File: src/core/apmg_pkg.sv
// package: register map, field layout, reset values and timing for the pm control block
package apmg_pkg;

	// ----------------------------------------------------------------
	// bus geometry
	// ----------------------------------------------------------------
	localparam int DATA_W = 32;
	localparam int ADDR_W = 8;
	localparam int EVT_W = 8;
	localparam int NUM_STATES = 6;

	// ----------------------------------------------------------------
	// register indices and byte addresses (byte address = base + 4 * index)
	// ----------------------------------------------------------------
	localparam logic [7:0] CTRL_LOW_IDX = 8'h00;
	localparam logic [7:0] CTRL_HIGH_IDX = 8'h01;
	localparam logic [7:0] EVT_STS_IDX = 8'h00;
	localparam logic [7:0] CTRL_BASE = 8'h00;
	localparam logic [7:0] EVT_BASE = 8'h20;
	localparam logic [7:0] ADDR_CTRL_LOW = 8'(CTRL_BASE + 8'h04 * CTRL_LOW_IDX);
	localparam logic [7:0] ADDR_CTRL_HIGH = 8'(CTRL_BASE + 8'h04 * CTRL_HIGH_IDX);
	localparam logic [7:0] ADDR_EVT_STS = 8'(EVT_BASE + 8'h04 * EVT_STS_IDX);
	localparam logic [7:0] ADDR_EVT_MASK = 8'h24;
	localparam logic [7:0] ADDR_EVT_POL = 8'h28;
	localparam logic [7:0] ADDR_EVT_DBN = 8'h2c;
	localparam logic [7:0] ADDR_SYS_STATE = 8'h30;
	localparam logic [7:0] ADDR_ENC_BASE = 8'h40;

	// ----------------------------------------------------------------
	// fields of sleep_control_high
	// ----------------------------------------------------------------
	localparam int SLEEP_ENABLE_BIT = 5;
	localparam int SLP_TYPE_LSB = 2;
	localparam int SLP_TYPE_W = 3;

	typedef struct packed {
		logic [1:0] rsvd_hi;
		logic sleep_enable;
		logic [2:0] sleep_type;
		logic ignored;
		logic rsvd_lo;
	} apmg_ctl_high_t;

	// system state seen by the rest of the chip
	typedef struct packed {
		logic [NUM_STATES-1:0] sel;
		logic [SLP_TYPE_W-1:0] code;
	} apmg_state_t;

	// ----------------------------------------------------------------
	// reset values
	// ----------------------------------------------------------------
	localparam logic [2:0] SLP_TYPE_RST = 3'h0;
	localparam logic [7:0] EVT_RST = 8'h00;
	localparam logic [5:0][2:0] ENC_RST = {3'h5, 3'h4, 3'h3, 3'h2, 3'h1, 3'h0};

	// ----------------------------------------------------------------
	// timing
	// ----------------------------------------------------------------
	localparam int SYS_CLK_MHZ = 50;
	localparam int DEBOUNCE_US = 1000;
	localparam int DEBOUNCE_CYCLES = DEBOUNCE_US * SYS_CLK_MHZ;

endpackage

File: src/core/apmg_top.sv
// pm sleep control bytes and gpio event status byte behind an avalon-mm slave
// Notes on behaviour
// - low control byte is read-only and reads all zero.
// - unbuilt high control bits 7-6 and 0 read zero.
// - writing one to sleep enable loads sleep type as system state code.
// - same write setting enable and new type adopts the new type.
// - sleep enable acts on write and always reads zero.
// - three-bit read/write sleep type at high bits 4-2, resets to 000.
// - codes select working S0, sleeping S1-S4 and soft-off S5.
// - six per-state encoding registers give codes; one state 000, others nonzero.
// - high bit 1 discards writes; its read value is free.
// - event status bit sets while its event is high and sticks.
// - writing one clears a status bit, zero keeps it; reset clears all.
// - status bits 7-0 follow gpio event port 1 pins 7-0.
// - per-pin polarity and optional debounce condition each pin first.
// - control bytes at 00h and 01h, event status at 00h of its group.
`timescale 1ns/1ns
`default_nettype none

module apmg_top
	import apmg_pkg::*;
#(
	parameter int DEBOUNCE_CNT = apmg_pkg::DEBOUNCE_CYCLES
) (
	input wire logic sys_clk,
	input wire logic rst_n,
	input wire logic [apmg_pkg::ADDR_W-1:0] avs_address,
	input wire logic avs_read,
	input wire logic avs_write,
	input wire logic [apmg_pkg::DATA_W-1:0] avs_writedata,
	input wire logic [3:0] avs_byteenable,
	output logic [apmg_pkg::DATA_W-1:0] avs_readdata,
	output logic avs_waitrequest,
	input wire logic [apmg_pkg::EVT_W-1:0] gpio_event_port,
	output logic irq,
	output logic sleep_entry,
	output apmg_pkg::apmg_state_t sys_state
);
	import apmg_pkg::*;

	localparam int DB_W = $clog2(DEBOUNCE_CNT + 1);

	// ----------------------------------------------------------------
	// bus handshake
	// ----------------------------------------------------------------
	// one wait cycle on every access keeps read data coming from a flop
	// trade-off: half the peak bus rate for a registered answer
	typedef enum logic [0:0] {BUS_IDLE, BUS_ACK} apmg_bus_t;

	apmg_bus_t bus_r;
	logic wait_r;
	logic [DATA_W-1:0] rdata_r;
	logic [DATA_W-1:0] rd_nxt;
	logic req;
	logic wr_ack;

	assign req = avs_read | avs_write;
	// writes land only at the edge where the master sees waitrequest low
	assign wr_ack = (bus_r == BUS_ACK) && avs_write && avs_byteenable[0];

	always_ff @(posedge sys_clk) begin
		if (!rst_n) begin
			bus_r <= BUS_IDLE;
			wait_r <= 1'b1;
		end else begin
			case (bus_r)
				BUS_IDLE: begin
					if (req) begin
						bus_r <= BUS_ACK;
						wait_r <= 1'b0;
					end
				end
				BUS_ACK: begin
					bus_r <= BUS_IDLE;
					wait_r <= 1'b1;
				end
				default: begin
					bus_r <= BUS_IDLE;
					wait_r <= 1'b1;
				end
			endcase
		end
	end

	// ----------------------------------------------------------------
	// sleep control
	// ----------------------------------------------------------------
	logic [2:0] sleep_type_r;
	logic [2:0] state_code_r;
	logic sleep_pulse_r;
	apmg_ctl_high_t wr_high;
	logic wr_ctl_high;

	assign wr_high = apmg_ctl_high_t'(avs_writedata[7:0]);
	// low byte has nothing writable; bit 1 and reserved bits of high are dropped
	assign wr_ctl_high = wr_ack && (avs_address == ADDR_CTRL_HIGH);

	always_ff @(posedge sys_clk) begin
		if (!rst_n) begin
			sleep_type_r <= SLP_TYPE_RST;
		end else if (wr_ctl_high) begin
			sleep_type_r <= wr_high.sleep_type;
		end
	end

	// the written type is used, so a combined enable+type write adopts the new code
	always_ff @(posedge sys_clk) begin
		if (!rst_n) begin
			state_code_r <= SLP_TYPE_RST;
			sleep_pulse_r <= 1'b0;
		end else begin
			sleep_pulse_r <= wr_ctl_high && wr_high.sleep_enable;
			if (wr_ctl_high && wr_high.sleep_enable) begin
				state_code_r <= wr_high.sleep_type;
			end
		end
	end

	// ----------------------------------------------------------------
	// per-state encoding table
	// ----------------------------------------------------------------
	logic [NUM_STATES-1:0][2:0] enc_r;
	logic [NUM_STATES-1:0] sel_r;
	logic [NUM_STATES-1:0] sel_nxt;

	always_ff @(posedge sys_clk) begin
		if (!rst_n) begin
			enc_r <= ENC_RST;
		end else begin
			for (int i = 0; i < NUM_STATES; i++) begin
				if (wr_ack && avs_address == 8'(ADDR_ENC_BASE + 4 * i)) begin
					enc_r[i] <= avs_writedata[2:0];
				end
			end
		end
	end

	// first matching entry wins if software programs two states alike
	always_comb begin
		sel_nxt = '0;
		for (int i = NUM_STATES - 1; i >= 0; i--) begin
			if (enc_r[i] == state_code_r) begin
				sel_nxt = '0;
				sel_nxt[i] = 1'b1;
			end
		end
	end

	always_ff @(posedge sys_clk) begin
		if (!rst_n) begin
			sel_r <= '0;
		end else begin
			sel_r <= sel_nxt;
		end
	end

	// ----------------------------------------------------------------
	// gpio event conditioning
	// ----------------------------------------------------------------
	logic [EVT_W-1:0] pol_r;
	logic [EVT_W-1:0] dbn_r;
	logic [EVT_W-1:0] cond_r;
	logic [EVT_W-1:0] raw;

	assign raw = gpio_event_port ^ pol_r;

	always_ff @(posedge sys_clk) begin
		if (!rst_n) begin
			pol_r <= EVT_RST;
			dbn_r <= EVT_RST;
		end else begin
			if (wr_ack && avs_address == ADDR_EVT_POL) begin
				pol_r <= avs_writedata[EVT_W-1:0];
			end
			if (wr_ack && avs_address == ADDR_EVT_DBN) begin
				dbn_r <= avs_writedata[EVT_W-1:0];
			end
		end
	end

	// debounce: output follows input only after it held steady for the full count
	// limitation: a pin that toggles faster than the count never reaches status
	genvar g;
	generate
		for (g = 0; g < EVT_W; g++) begin : g_pin
			logic [DB_W-1:0] cnt_r;
			always_ff @(posedge sys_clk) begin
				if (!rst_n) begin
					cnt_r <= '0;
					cond_r[g] <= 1'b0;
				end else if (!dbn_r[g] || raw[g] == cond_r[g]) begin
					cnt_r <= '0;
					cond_r[g] <= raw[g];
				end else if (cnt_r == DB_W'(DEBOUNCE_CNT - 1)) begin
					cnt_r <= '0;
					cond_r[g] <= raw[g];
				end else begin
					cnt_r <= DB_W'(cnt_r + 1'b1);
				end
			end
		end
	endgenerate

	// ----------------------------------------------------------------
	// event status, mask and interrupt
	// ----------------------------------------------------------------
	logic [EVT_W-1:0] sts_r;
	logic [EVT_W-1:0] mask_r;
	logic [EVT_W-1:0] clr;
	logic irq_r;

	assign clr = (wr_ack && avs_address == ADDR_EVT_STS) ? avs_writedata[EVT_W-1:0] : '0;

	// set beats clear so an event during the clearing write is kept
	always_ff @(posedge sys_clk) begin
		if (!rst_n) begin
			sts_r <= EVT_RST;
		end else begin
			sts_r <= (sts_r & ~clr) | cond_r;
		end
	end

	always_ff @(posedge sys_clk) begin
		if (!rst_n) begin
			mask_r <= EVT_RST;
		end else if (wr_ack && avs_address == ADDR_EVT_MASK) begin
			mask_r <= avs_writedata[EVT_W-1:0];
		end
	end

	always_ff @(posedge sys_clk) begin
		if (!rst_n) begin
			irq_r <= 1'b0;
		end else begin
			irq_r <= |(sts_r & mask_r);
		end
	end

	// ----------------------------------------------------------------
	// read mux
	// ----------------------------------------------------------------
	always_comb begin
		rd_nxt = '0;
		case (avs_address)
			ADDR_CTRL_LOW: rd_nxt = '0;
			// enable, bit 1 and reserved bits all read zero
			ADDR_CTRL_HIGH: rd_nxt[SLP_TYPE_LSB +: SLP_TYPE_W] = sleep_type_r;
			ADDR_EVT_STS: rd_nxt[EVT_W-1:0] = sts_r;
			ADDR_EVT_MASK: rd_nxt[EVT_W-1:0] = mask_r;
			ADDR_EVT_POL: rd_nxt[EVT_W-1:0] = pol_r;
			ADDR_EVT_DBN: rd_nxt[EVT_W-1:0] = dbn_r;
			ADDR_SYS_STATE: rd_nxt[13:0] = {sel_r, 5'h00, state_code_r};
			default: begin
				for (int i = 0; i < NUM_STATES; i++) begin
					if (avs_address == 8'(ADDR_ENC_BASE + 4 * i)) begin
						rd_nxt[2:0] = enc_r[i];
					end
				end
			end
		endcase
	end

	always_ff @(posedge sys_clk) begin
		if (!rst_n) begin
			rdata_r <= '0;
		end else if (bus_r == BUS_IDLE && avs_read) begin
			rdata_r <= rd_nxt;
		end
	end

	// ----------------------------------------------------------------
	// outputs
	// ----------------------------------------------------------------
	assign avs_readdata = rdata_r;
	assign avs_waitrequest = wait_r;
	assign irq = irq_r;
	assign sleep_entry = sleep_pulse_r;
	assign sys_state = apmg_state_t'({sel_r, state_code_r});

	logic rd_ack;
	assign rd_ack = (bus_r == BUS_ACK) && avs_read;
endmodule

`default_nettype wire

File: config.mk
export PLATFORM = sky130hd
export DESIGN_NAME = apmg_top
export DESIGN_NICKNAME = d
export VERILOG_FILES = /design/src/core/apmg_pkg.sv /design/src/core/apmg_top.sv
export SDC_FILE = /design/constraint.sdc
export NUM_CORES = 1
export LEC_CHECK = 0
export ABC_CLOCK_PERIOD_IN_PS = 2450
export BUFFER_PORTS_ARGS = -buffer_cell sky130_fd_sc_hd__buf_2
export CORE_MARGIN = 2
export CORE_UTILIZATION = 59
export DETAILED_ROUTE_END_ITERATION = 10
export GPL_TIMING_DRIVEN = 0
export PLACE_DENSITY = 0.8
export RECOVER_POWER = 50
export SKIP_CTS_REPAIR_TIMING = 1
export SLEW_MARGIN = 20
export SYNTH_ARGS = -nofsm -noshare
export SYNTH_HDL_FRONTEND = slang
export SYNTH_SLANG_ARGS = --single-unit
export TNS_END_PERCENT = 30
File: constraint.sdc
create_clock -name sys_clk -period 2.45 [get_ports sys_clk]
set_input_delay 0.1225 -clock sys_clk [delete_from_list [all_inputs] [get_ports sys_clk]]
set_output_delay 0.1225 -clock sys_clk [all_outputs]
set_load 0.1 [all_outputs]
Word-level counts from Yosys, hierarchy flattened

Cells that the tools add are included.
W data, S select, Z words.

Equality and inequality tests: 35
Add/sub/neg operators: 8
Bitwise gates (word level): 8
Multiplexer cells: 38
Reduce and logical (&&, ||, !) cells: 55

Operators by type and width:

| kind                    | count |
|---|---|
| $add A16 B1 Y16 const B | 8 |
| $eq A16 B16 Y1 const B  | 8 |
| $eq A8 B7 Y1 const B    | 6 |
| $eq A8 B6 Y1 const B    | 5 |
| $reduce_or A3 Y1        | 9 |
| $mux W3                 | 7 |
| $mux W1                 | 19 |
| $eq A3 B3 Y1            | 6 |
| $and A8 B8 Y8           | 2 |
| $reduce_bool A2 Y1      | 8 |
| $logic_and A1 B1 Y1     | 15 |
| $mux W6                 | 2 |
| $pmux W2 S6             | 1 |
| $pmux W3 S4             | 1 |
| $pmux W2 S5             | 1 |
| $eq A1 B1 Y1            | 8 |
| $eq A8 B3 Y1 const B    | 1 |
| $logic_not A1 Y1        | 8 |
| $logic_not A8 Y1        | 1 |
| $logic_or A1 B1 Y1      | 8 |
| $mux W8                 | 1 |
| $not A8 Y8              | 1 |
| $or A8 B8 Y8            | 1 |
| $reduce_or A8 Y1        | 1 |
| 13 further kinds        | 16 |

Logic and storage cells: 183
Bits in registers: 216
Input bits: 56
Output and inout port bits: 44

Depth between registers and ports, before layout

Gate-level depths: netlist of the first run.

Word-level depth: 8
Mapped depth: 7
Depth with buffers taken out: 5

Least setup slack after synthesis of the first run

Ideal clock, no wire load.

Path kind: register to register
From: register state_code_r[1]
To: register sel_r[5]
Path buffers: 1
Stages on the path, launching flop included: 6
Period minus slack after synthesis: 2.040 ns
Data required time: 2.354 ns
Setup slack: 0.410 ns
Library setup time: 0.096 ns
Data arrival time: 1.944 ns
Cell sequence: dfxtp_1 > clkbuf_1 > xnor2_1 > nand3_1 > nand4_1 > nor4b_1

Cells in the longest elaborated chain, start to end: 2
Elaborated cells between the ends (all ways): 8
Those cells by class: eq/ne: 6; mux: 1; reduce/logical: 1

RTL lines:

| what                                                  | RTL line        | text |
|---|---|---|
| start, declared                                       | apmg_top.sv:89  | `logic [2:0] state_code_r;` |
| start signal, assigned                                | apmg_top.sv:114 | `state_code_r <= wr_high.sleep_type;` |
| $eq A3 B3 Y1                                          | apmg_top.sv:142 | `if (enc_r[i] == state_code_r) begin` |
| $reduce_or A6 Y1 (no line) or $mux W6 (tied branches) | -               |  |
| end signal, assigned                                  | apmg_top.sv:153 | `sel_r <= sel_nxt;` |
| end, declared                                         | apmg_top.sv:123 | `logic [NUM_STATES-1:0] sel_r;` |

Parallel ways exist; a longest one is shown, timed or not.
A chain may end at the register's enable or synchronous reset.

Final worst setup path of the first run

From: register g_pin[7].cnt_r[9]
To: register g_pin[7].cnt_r[13]

Cells in the longest elaborated chain, start to end: 2
Elaborated cells between the ends (all ways): 3
Those cells by class: add/sub: 1; eq/ne: 1; reduce/logical: 1

RTL lines:

| what                                                                    | RTL line        | text |
|---|---|---|
| start, declared                                                         | apmg_top.sv:186 | `logic [DB_W-1:0] cnt_r;` |
| start signal, assigned                                                  | apmg_top.sv:198 | `cnt_r <= DB_W'(cnt_r + 1'b1);` |
| parallel branches: the longest is 2 deep, another holds $add A16 B1 Y16 | -               |  |

Several ways; the timed one is not identified.

==> results of run 1 <==
## worst register-to-register path: cells and delay by family (launching register included)
kind,cells,cell delay [ns]
AND/OR/NAND/NOR,3,0.79
AO/OA/AOI/OAI,1,0.57
flip-flops,1,0.43
buffers and inverters,2,0.32
## through the flow
step | instance area (um^2) | hold WS [ns]
final | 11300 | -0.0443
after global routing | 11300 | -0.0225
after CTS | 11400 | -0.161
after detailed placement | 10600 | 0.374
after global placement | 10600 | 0.364
after floorplan | 10100 | 0.223
## flip-flops by register name, indices dropped and copies added (netlist names), 8 cells and up
| signal | count |
|---|---|
| avs_readdata | 14 |
| sts_r | 8 |
| cond_r | 8 |
| g_pin.cnt_r | 128 |
| dbn_r | 8 |
| enc_r | 18 |
| pol_r | 8 |
| mask_r | 8 |
## per-layer routing
layer	track usage, %	up-vias	wire length [um]
met3	4.57	40	1400
met4	6.67	0	558
met1	33.4	3860	10200
li1	-	4037	-
met2	42.8	218	10700
met5	0	-	0
## kinds of logic (layout without fill, tap and decap cells)
kind of cell	count (synthesis)	count (layout)	synth area share, %
buffers and inverters	93	192	4.68
other	1	18	0.0375
and+or+nand+nor	486	486	25.3
muxes	63	63	7.19
AOI/OAI and AO/OA	99	99	6.76
adders and majority gates	8	8	1.00
DFF	216	216	43.3
xor gates and xnor gates	132	132	11.7
## worst max-delay path by stage
stage,from,endpoint,cells past startpoint
2_1_floorplan,state_code_r[1],sel_r[5],5
3_3_place_gp,avs_address[4],pol_r[6],6
3_5_place_dp,avs_address[4],pol_r[6],6
4_1_cts,g_pin[0].cnt_r[0],g_pin[0].cnt_r[12],6
5_1_grt,g_pin[7].cnt_r[9],g_pin[7].cnt_r[10],6
6_report,g_pin[7].cnt_r[9],g_pin[7].cnt_r[13],6
## power by group
group	internal, mW	switching, mW
Sequential	3.54	0.0224
Clock	2.22	1.41
Combinational	0.107	0.346
Total	5.86	1.78
## layout make-up
cell class              count  area [um^2]  share of cell area, %
plain buffers              59          337                   2.97
flip-flops and latches    216         4320                   38.1
clock buffers              29          618                   5.45
well taps                 220          275                   2.43
inverters                  34          128                   1.13
multi-input cells         806         5190                   45.8
clock inverters            13          178                   1.57
repair buffers             57          292                   2.57
## Yosys cell counts (26+ instances only)
library cell and instances:
dfxtp_1 216, inv_1 33, mux2i_1 56, nand2_1 43, nand3_1 66, nand4_1 31
nor2_1 196, nor3_1 27, o21ai_0 26, xnor2_1 91, xor2_1 40
==> impl_metrics.yaml, run 1 <==
worst_setup_path:
  critPathMaxFanout: 10
  cp_data_required_time_ns: 2.85
  worstSetupPathType: "flop to flop"
  r2r-start: "g_pin[7].cnt_r[9]"
  startpoint_type: "flop"
  critPathSlowestCell: "o41ai_1"
  path_cells: "or4b_1, o41ai_1, or4b_2, buf_4, buf_4, nor2_1"
  max_stage_delay_ns: 0.57
  critPathTopFamily: "simple AND/OR/NAND/NOR gates"
  r2r-end: "g_pin[7].cnt_r[13]"
  crit_buf_inv: 2
  crit_path_end_kind: "flop"
  cpMostUsedCell: "buf_4"
  rr_worst_depth: 6
  arrival_ns: 2.60
  reg2reg_slack_ns: 0.25
synth:
  synth_top_area_share_pct: 43.3
  synth-async-reset-ratio_pct: 0
  synth_area_leaders: "dfxtp_1 43%, xnor2_1 8.0%, nor2_1 7.4%, mux2i_1 5.6%, xor2_1 3.5%"
  synthFlopType: "dfxtp_1"
  synth_edf_count: 0
  ys_types: 66
  avgSynthCellArea_um2: 9.10
  yosys_warnings: 0
  synth_cells: 1098
  yosysSeqAreaShare_pct: 43.3
  yosys.area.top_type: "dfxtp_1"
  synth_seq_cells: 216
  syn_area_um2: 9990
drt:
  drt_iter0_drc: 537
  drc_errors: 0
  num_vias: 8155
  drtPass1Iterations: 5
  drtAntennaViolNets: 0
  vias_per_cell: 5.69
  wirelength_um: 22800
  wl_per_cell_um: 15.9
run:
  cap_viol_max_count: 0
timing:
  period_needed_ns: 2.20
  timing.fmax_ghz: 0.454
  hold_viol: 1
  setup_ws_ns: 0.246
  worstMarginPinSlew_ns: 1.26
  rsz0062_at_grt: "no"
  slew_viol_final: 0
  clock_skew_ns: 0.00833
  fin_crit_sh_pct: 90.0
  setup_viol: 0
  holdWs_ns: -0.0443
  fin_setup_tns_ns: 0
  relSlewSlack_pct: 16.3
global_routing:
  grt_pass1_wl_um: 37300
  grt_max_degree: 15
  grt_overflow: 0
  antenna_found_initial: 0
  grt_pass1_vias: 7582
  grt_usage_pct: 25.3
place:
  gp_congestion: 0.973
  portBuffers: 49
  dp_cells: 1384
  place_ws_ns: 0.175
  dpl.hpwl_um: 15800
power_and_ir_drop:
  ir_drop_mv: 0.472
  p_per_area_nw_per_um2: 674
  p_leak_nw: 3.90
  total_power_mw: 7.64
die:
  die_h_um: 134
  rows: 47
  die_area_um2: 18000
  die_w_um: 134
  ios: 100
  core_area_um2: 16600
  start_util_pct: 60.3
finish:
  layout_commonest_cell: "dfxtp_1"
  drive_gt1_share_pct: 9.47
  antenna_cells: 0
  fin_cells: 1434
  final_nets: 1261
  area_delta_synth_final_pct: 13.5
  final_cell_mix: "216 x dfxtp_1, 196 x nor2_1, 91 x xnor2_1"
  final_core_util_pct: 68.4
  nFillCells: 1356
cts:
  cts_num_sinks: 216
  clkSlewWorstSetupHoldPaths_ns: 0.06
  cts_tree: "yes"
  clk_path_buf_depth: 3
  cts_made_buffers: 23
  clock_latency_ns: 0.51
  htree_levels: 1
  cts-root-buf: "clkbuf_16"
run_status:
  violations: "hold timing"
  status: "finished, violations left"
min_path:
  min_to: "sleep_entry"
  min_path_cells: 3
  min_from: "avs_address[5]"
  hp-class: "primary input to flop"
(Power assumes the default switching activity.)
==> inputs of run 2 (changes only) <==
Settings changed: CORE_UTILIZATION 59 to 50, PLACE_DENSITY 0.8 to 0.69.
==> run 2 against run 1 <==
Maximum frequency up 0.68%. Largest cell class unchanged. Power is 0.71% higher. Utilization is 9.7 points lower. Largest power group unchanged. Hold slack better by 0.020 ns. Worst setup slack improved by 0.015 ns. Clock power increased by 1%. The flow still finishes with violations (hold timing).
==> impl_metrics.yaml, run 2 (synthesis results as in run 1) <==
cts:
  cts_tree: "yes"
  cts_made_buffers: 24
  clkSlewWorstSetupHoldPaths_ns: 0.06
  clk_path_buf_depth: 3
  htree_levels: 1
  clock_latency_ns: 0.51
  cts_num_sinks: 216
  cts-root-buf: "clkbuf_16"
timing:
  rsz0062_at_grt: "no"
  period_needed_ns: 2.19
  hold_viol: 3
  setup_ws_ns: 0.260
  relSlewSlack_pct: 14.9
  fin_setup_tns_ns: 0
  worstMarginPinSlew_ns: 1.28
  slew_viol_final: 0
  setup_viol: 0
  timing.fmax_ghz: 0.457
  fin_crit_sh_pct: 89.4
  holdWs_ns: -0.0242
  clock_skew_ns: 0.00775
run_status:
  status: "finished, violations left"
  violations: "hold timing"
finish:
  largest_reg_flops: 128
  regMostFlops: "g_pin.cnt_r"
  multi_input_area_um2: 5190
  final_nets: 1264
  antenna_cells: 0
  area_delta_synth_final_pct: 14.6
  nFillCells: 1816
  layout_commonest_cell: "dfxtp_1"
  drive_gt1_share_pct: 9.53
  final_cell_mix: "216 x dfxtp_1, 196 x nor2_1, 91 x xnor2_1"
  seqCellArea_um2: 4320
min_path:
  hp-class: "primary input to flop"
power_and_ir_drop:
  p_per_area_nw_per_um2: 672
  p_leak_nw: 3.93
  ir_drop_mv: 0.589
global_routing:
  grt_overflow: 0
  antenna_found_initial: 0
  grt_pass1_wl_um: 37400
  grt_max_degree: 13
  grt_usage_pct: 21.3
  grt_pass1_vias: 7448
drt:
  wl_per_cell_um: 15.4
  drtPass1Iterations: 5
  drt_iter0_drc: 438
  wirelength_um: 22900
  vias_per_cell: 5.42
  drc_errors: 0
  drtAntennaViolNets: 0
  num_vias: 8037
worst_setup_path:
  critPathMaxFanout: 10
  crit_path_end_kind: "flop"
  path_cells: "ha_1, nand3_1, or4_1, nand3_1, buf_4, nor2_1"
  cp_data_required_time_ns: 2.85
  critPathSlowestCell: "or4_1"
  arrival_ns: 2.59
  startpoint_type: "flop"
  max_stage_delay_ns: 0.66
  worstSetupPathType: "flop to flop"
  cpMostUsedCell: "nand3_1"
die:
  core_area_um2: 19500
  ios: 100
  start_util_pct: 51.2
  die_w_um: 145
  die_area_um2: 21100
  rows: 51
  die_h_um: 145
place:
  dpl.hpwl_um: 16100
  portBuffers: 49
  gp_congestion: 0.947
  place_ws_ns: 0.196
run:
  cap_viol_max_count: 0
[run 2: metal layers]
metal | track usage (%) | share of wire, %
met5 | 0 | 0
met4 | 6.18 | 2.6
met3 | 4.42 | 6.4
met2 | 35.4 | 46
met1 | 28.1 | 45
[run 2: worst max-delay path, delay by kind of cell (launching register included)]
family / cells / cell delay [ns]
fa+ha+maj: 1 / 0.20
buf+inv: 1 / 0.23
flops: 1 / 0.36
simple gates: 4 / 1.29
[run 2: per-stage QoR]
step	cell area (um^2)	total power, mW	instances	hold slack (ns)	util [%]
after floorplan	10100	3.97	1115	0.223	-
after global placement	10600	4.08	1429	0.365	54.5
after detailed placement	10600	4.08	1429	0.369	54.5
after CTS	11500	7.76	1472	-0.170	58.7
after global routing	11500	7.96	1482	-0.0115	58.7
final	11500	7.70	1482	-0.0242	58.7
[run 2: final timing paths]
path | from | slack [ns] | to | cells after the start
setup / recovery | g_pin[1].cnt_r[0] | 0.26 | g_pin[1].cnt_r[11] | 6
hold / removal | gpio_event_port[3] | -0.02 | cond_r[3] | 4
setup reg to reg | g_pin[1].cnt_r[0] | 0.26 | g_pin[1].cnt_r[11] | 6
hold reg to reg | g_pin[2].cnt_r[0] | 0.46 | g_pin[2].cnt_r[0] | 1
[run 2: area by class of cell]
| type | count | area share (%) |
|---|---|---|
| sequential | 216 | 37.8 |
| tap | 265 | 2.89 |
| clock inverter | 3 | 0.350 |
| multi-input combinational | 806 | 45.3 |
| clock buffer | 40 | 6.91 |
| timing repair buffer | 59 | 2.72 |
| inverter | 34 | 1.11 |
| buffer | 59 | 2.94 |
[run 2: where the power goes]
part           internal [mW]  switching [mW]  total [mW]
Clock                   2.29            1.39        3.68
Combinational          0.109           0.346       0.455
Sequential              3.54          0.0212        3.56
==> inputs of run 3 (changes only) <==
Settings changed: CORE_ASPECT_RATIO set to 0.9.
==> run 3 against run 2 <==
The run still ends with hold timing left. Critical path depth is the same. Maximum frequency is 0.51% lower. Sequential share of layout area up 0.19 points. Power fell by 0.35%. Sequential cell count stayed put. Non-clock buffer count decreased by 2. First-iteration DRC count down 1.4%. Utilization is 1.1 points lower. Clock-buffer cell count shrank 10. Final cell count fell by 1.0%. Clock skew rose by 0.0098 ns. Sequential power about the same. Critical endpoint is now g_pin[7].cnt_r[7]. Largest cell class unchanged. Largest power group unchanged. Highest routed layer unchanged.
==> impl_metrics.yaml, run 3 (synthesis results as in run 1) <==
finish:
  final_cell_mix: "216 x dfxtp_1, 196 x nor2_1, 91 x xnor2_1"
  final_nets: 1261
  regMostFlops: "g_pin.cnt_r"
  nFillCells: 1803
  largest_reg_flops: 128
  area_delta_synth_final_pct: 14.1
  multi_input_area_um2: 5200
  finalInstanceArea_um2: 11400
  antenna_cells: 0
  seqCellArea_um2: 4320
  drive_gt1_share_pct: 9.82
  layout_commonest_cell: "dfxtp_1"
place:
  post_dp_cell_area_um2: 10600
  gp_congestion: 0.909
  portBuffers: 49
  dpl.hpwl_um: 16200
  place_ws_ns: 0.0680
die:
  die_h_um: 138
  ios: 100
  rows: 49
  die_w_um: 153
  core_area_um2: 19800
  start_util_pct: 50.5
  die_area_um2: 21100
worst_setup_path:
  critPathTopFamily: "simple AND/OR/NAND/NOR gates"
  critPathSlowestCell: "or4b_2"
  cp_data_required_time_ns: 2.85
  reg2reg_slack_ns: 0.25
  rr_worst_depth: 6
  startpoint_type: "flop"
  crit_path_end_kind: "flop"
  crit_path_end: "g_pin[7].cnt_r[7]"
  cp-startpoint: "g_pin[7].cnt_r[7]"
  r2r-end: "g_pin[7].cnt_r[7]"
  max_stage_delay_ns: 0.69
  path_cells: "or4b_2, o41ai_1, or4b_2, buf_4, buf_4, nor2_1"
  critPathMaxFanout: 10
  worstSetupPathType: "flop to flop"
  worst-path-stages: 6
  r2r-start: "g_pin[7].cnt_r[7]"
  arrival_ns: 2.60
  crit_buf_inv: 2
global_routing:
  antenna_found_initial: 0
  grt_max_degree: 14
  grt_pass1_wl_um: 37800
  grt_overflow: 0
  grt_usage_pct: 21.5
  grt_pass1_vias: 7383
timing:
  timing.fmax_ghz: 0.454
  setup_ws_ns: 0.249
  hold_viol: 4
  fin_crit_sh_pct: 89.8
  slew_viol_final: 0
  clock_skew_ns: 0.0176
  period_needed_ns: 2.20
  rsz0062_at_grt: "no"
  holdWs_ns: -0.0295
  worstMarginPinSlew_ns: 1.34
  relSlewSlack_pct: 9.97
  setup_viol: 0
  fin_setup_tns_ns: 0
min_path:
  hp-class: "primary input to flop"
drt:
  wirelength_um: 23000
  top_layer: "met4"
  drc_errors: 0
  wl_met2_um: 10300
  num_vias: 8044
  drt_iter0_drc: 432
  drtPass1Iterations: 5
  drtAntennaViolNets: 0
  wl_met3_um: 1330
  vias_per_cell: 5.48
  wl_met1_um: 10800
  wl_per_cell_um: 15.7
run_status:
  violations: "hold timing"
  status: "finished, violations left"
cts:
  clk_path_buf_depth: 3
  cts-root-buf: "clkbuf_16"
  cts_num_sinks: 216
  clkSlewWorstSetupHoldPaths_ns: 0.06
  clock_latency_ns: 0.52
  cts_made_buffers: 23
  htree_levels: 1
  cts_tree: "yes"
run:
  cap_viol_max_count: 0
power_and_ir_drop:
  p_per_area_nw_per_um2: 673
  ir_drop_mv: 0.490
  p_leak_nw: 3.92
-- run 3: changes by cell type in the layout (fill, tap and decap cells not counted), moves of 2 or more --
cell | previous run | this run
bufinv_16 | 1 | 3
clkbuf_8 | 11 | 7
dlygate4sd3_1 | 10 | 8
clkbuf_1 | 58 | 53
clkbuf_16 | 25 | 23
clkinv_2 | 2 | 6
-- run 3: stage by stage --
stage                     utilization [%]  power (mW)  instances
after floorplan                         -        3.97       1115
after global placement               53.6        4.08       1419
after detailed placement             53.6        4.09       1419
after CTS                            57.7        7.72       1459
after global routing                 57.6        7.91       1467
final                                57.6        7.67       1467
-- run 3: worst min-delay path by stage --
stage	endpoint	from	cells past startpoint
6_report	bus_r	avs_write	3
4_1_cts	sts_r[6]	avs_writedata[6]	2
2_1_floorplan	sts_r[3]	avs_writedata[3]	1
3_5_place_dp	sts_r[7]	avs_writedata[7]	2
5_1_grt	sleep_entry	avs_address[5]	3
3_3_place_gp	sts_r[7]	avs_writedata[7]	2
-- run 3: routing by layer --
| layer | vias to the layer above | GRT usage (%) |
|---|---|---|
| li1 | 4027 | - |
| met1 | 3811 | 30.6 |
| met2 | 168 | 33.3 |
| met3 | 38 | 4.29 |
| met4 | 0 | 6.24 |
| met5 | - | 0 |
-- run 3: final cells by class --
| cell class | instances | share of cell area, % |
|---|---|---|
| Clock buffer | 30 | 5.89 |
| Tap cell | 255 | 2.80 |
| Inverter | 34 | 1.12 |
| Timing Repair Buffer | 57 | 2.57 |
| Multi-Input combinational cell | 806 | 45.6 |
| Clock inverter | 10 | 1.13 |
| Sequential cell | 216 | 37.9 |
| Buffer | 59 | 2.95 |
-- run 3: worst register-to-register path: cells and delay by family (launching register included) --
kind	cells	cell delay, ns
flops	1	0.35
compound gates	1	0.46
simple gates	3	0.98
buf+inv	2	0.31
-- run 3: report_power, final --
group,leakage [nW],switching [mW],internal [mW]
combinational,1.77,0.349,0.108
sequential,1.75,0.0245,3.54
clock,0.404,1.41,2.24
total,3.92,1.79,5.88
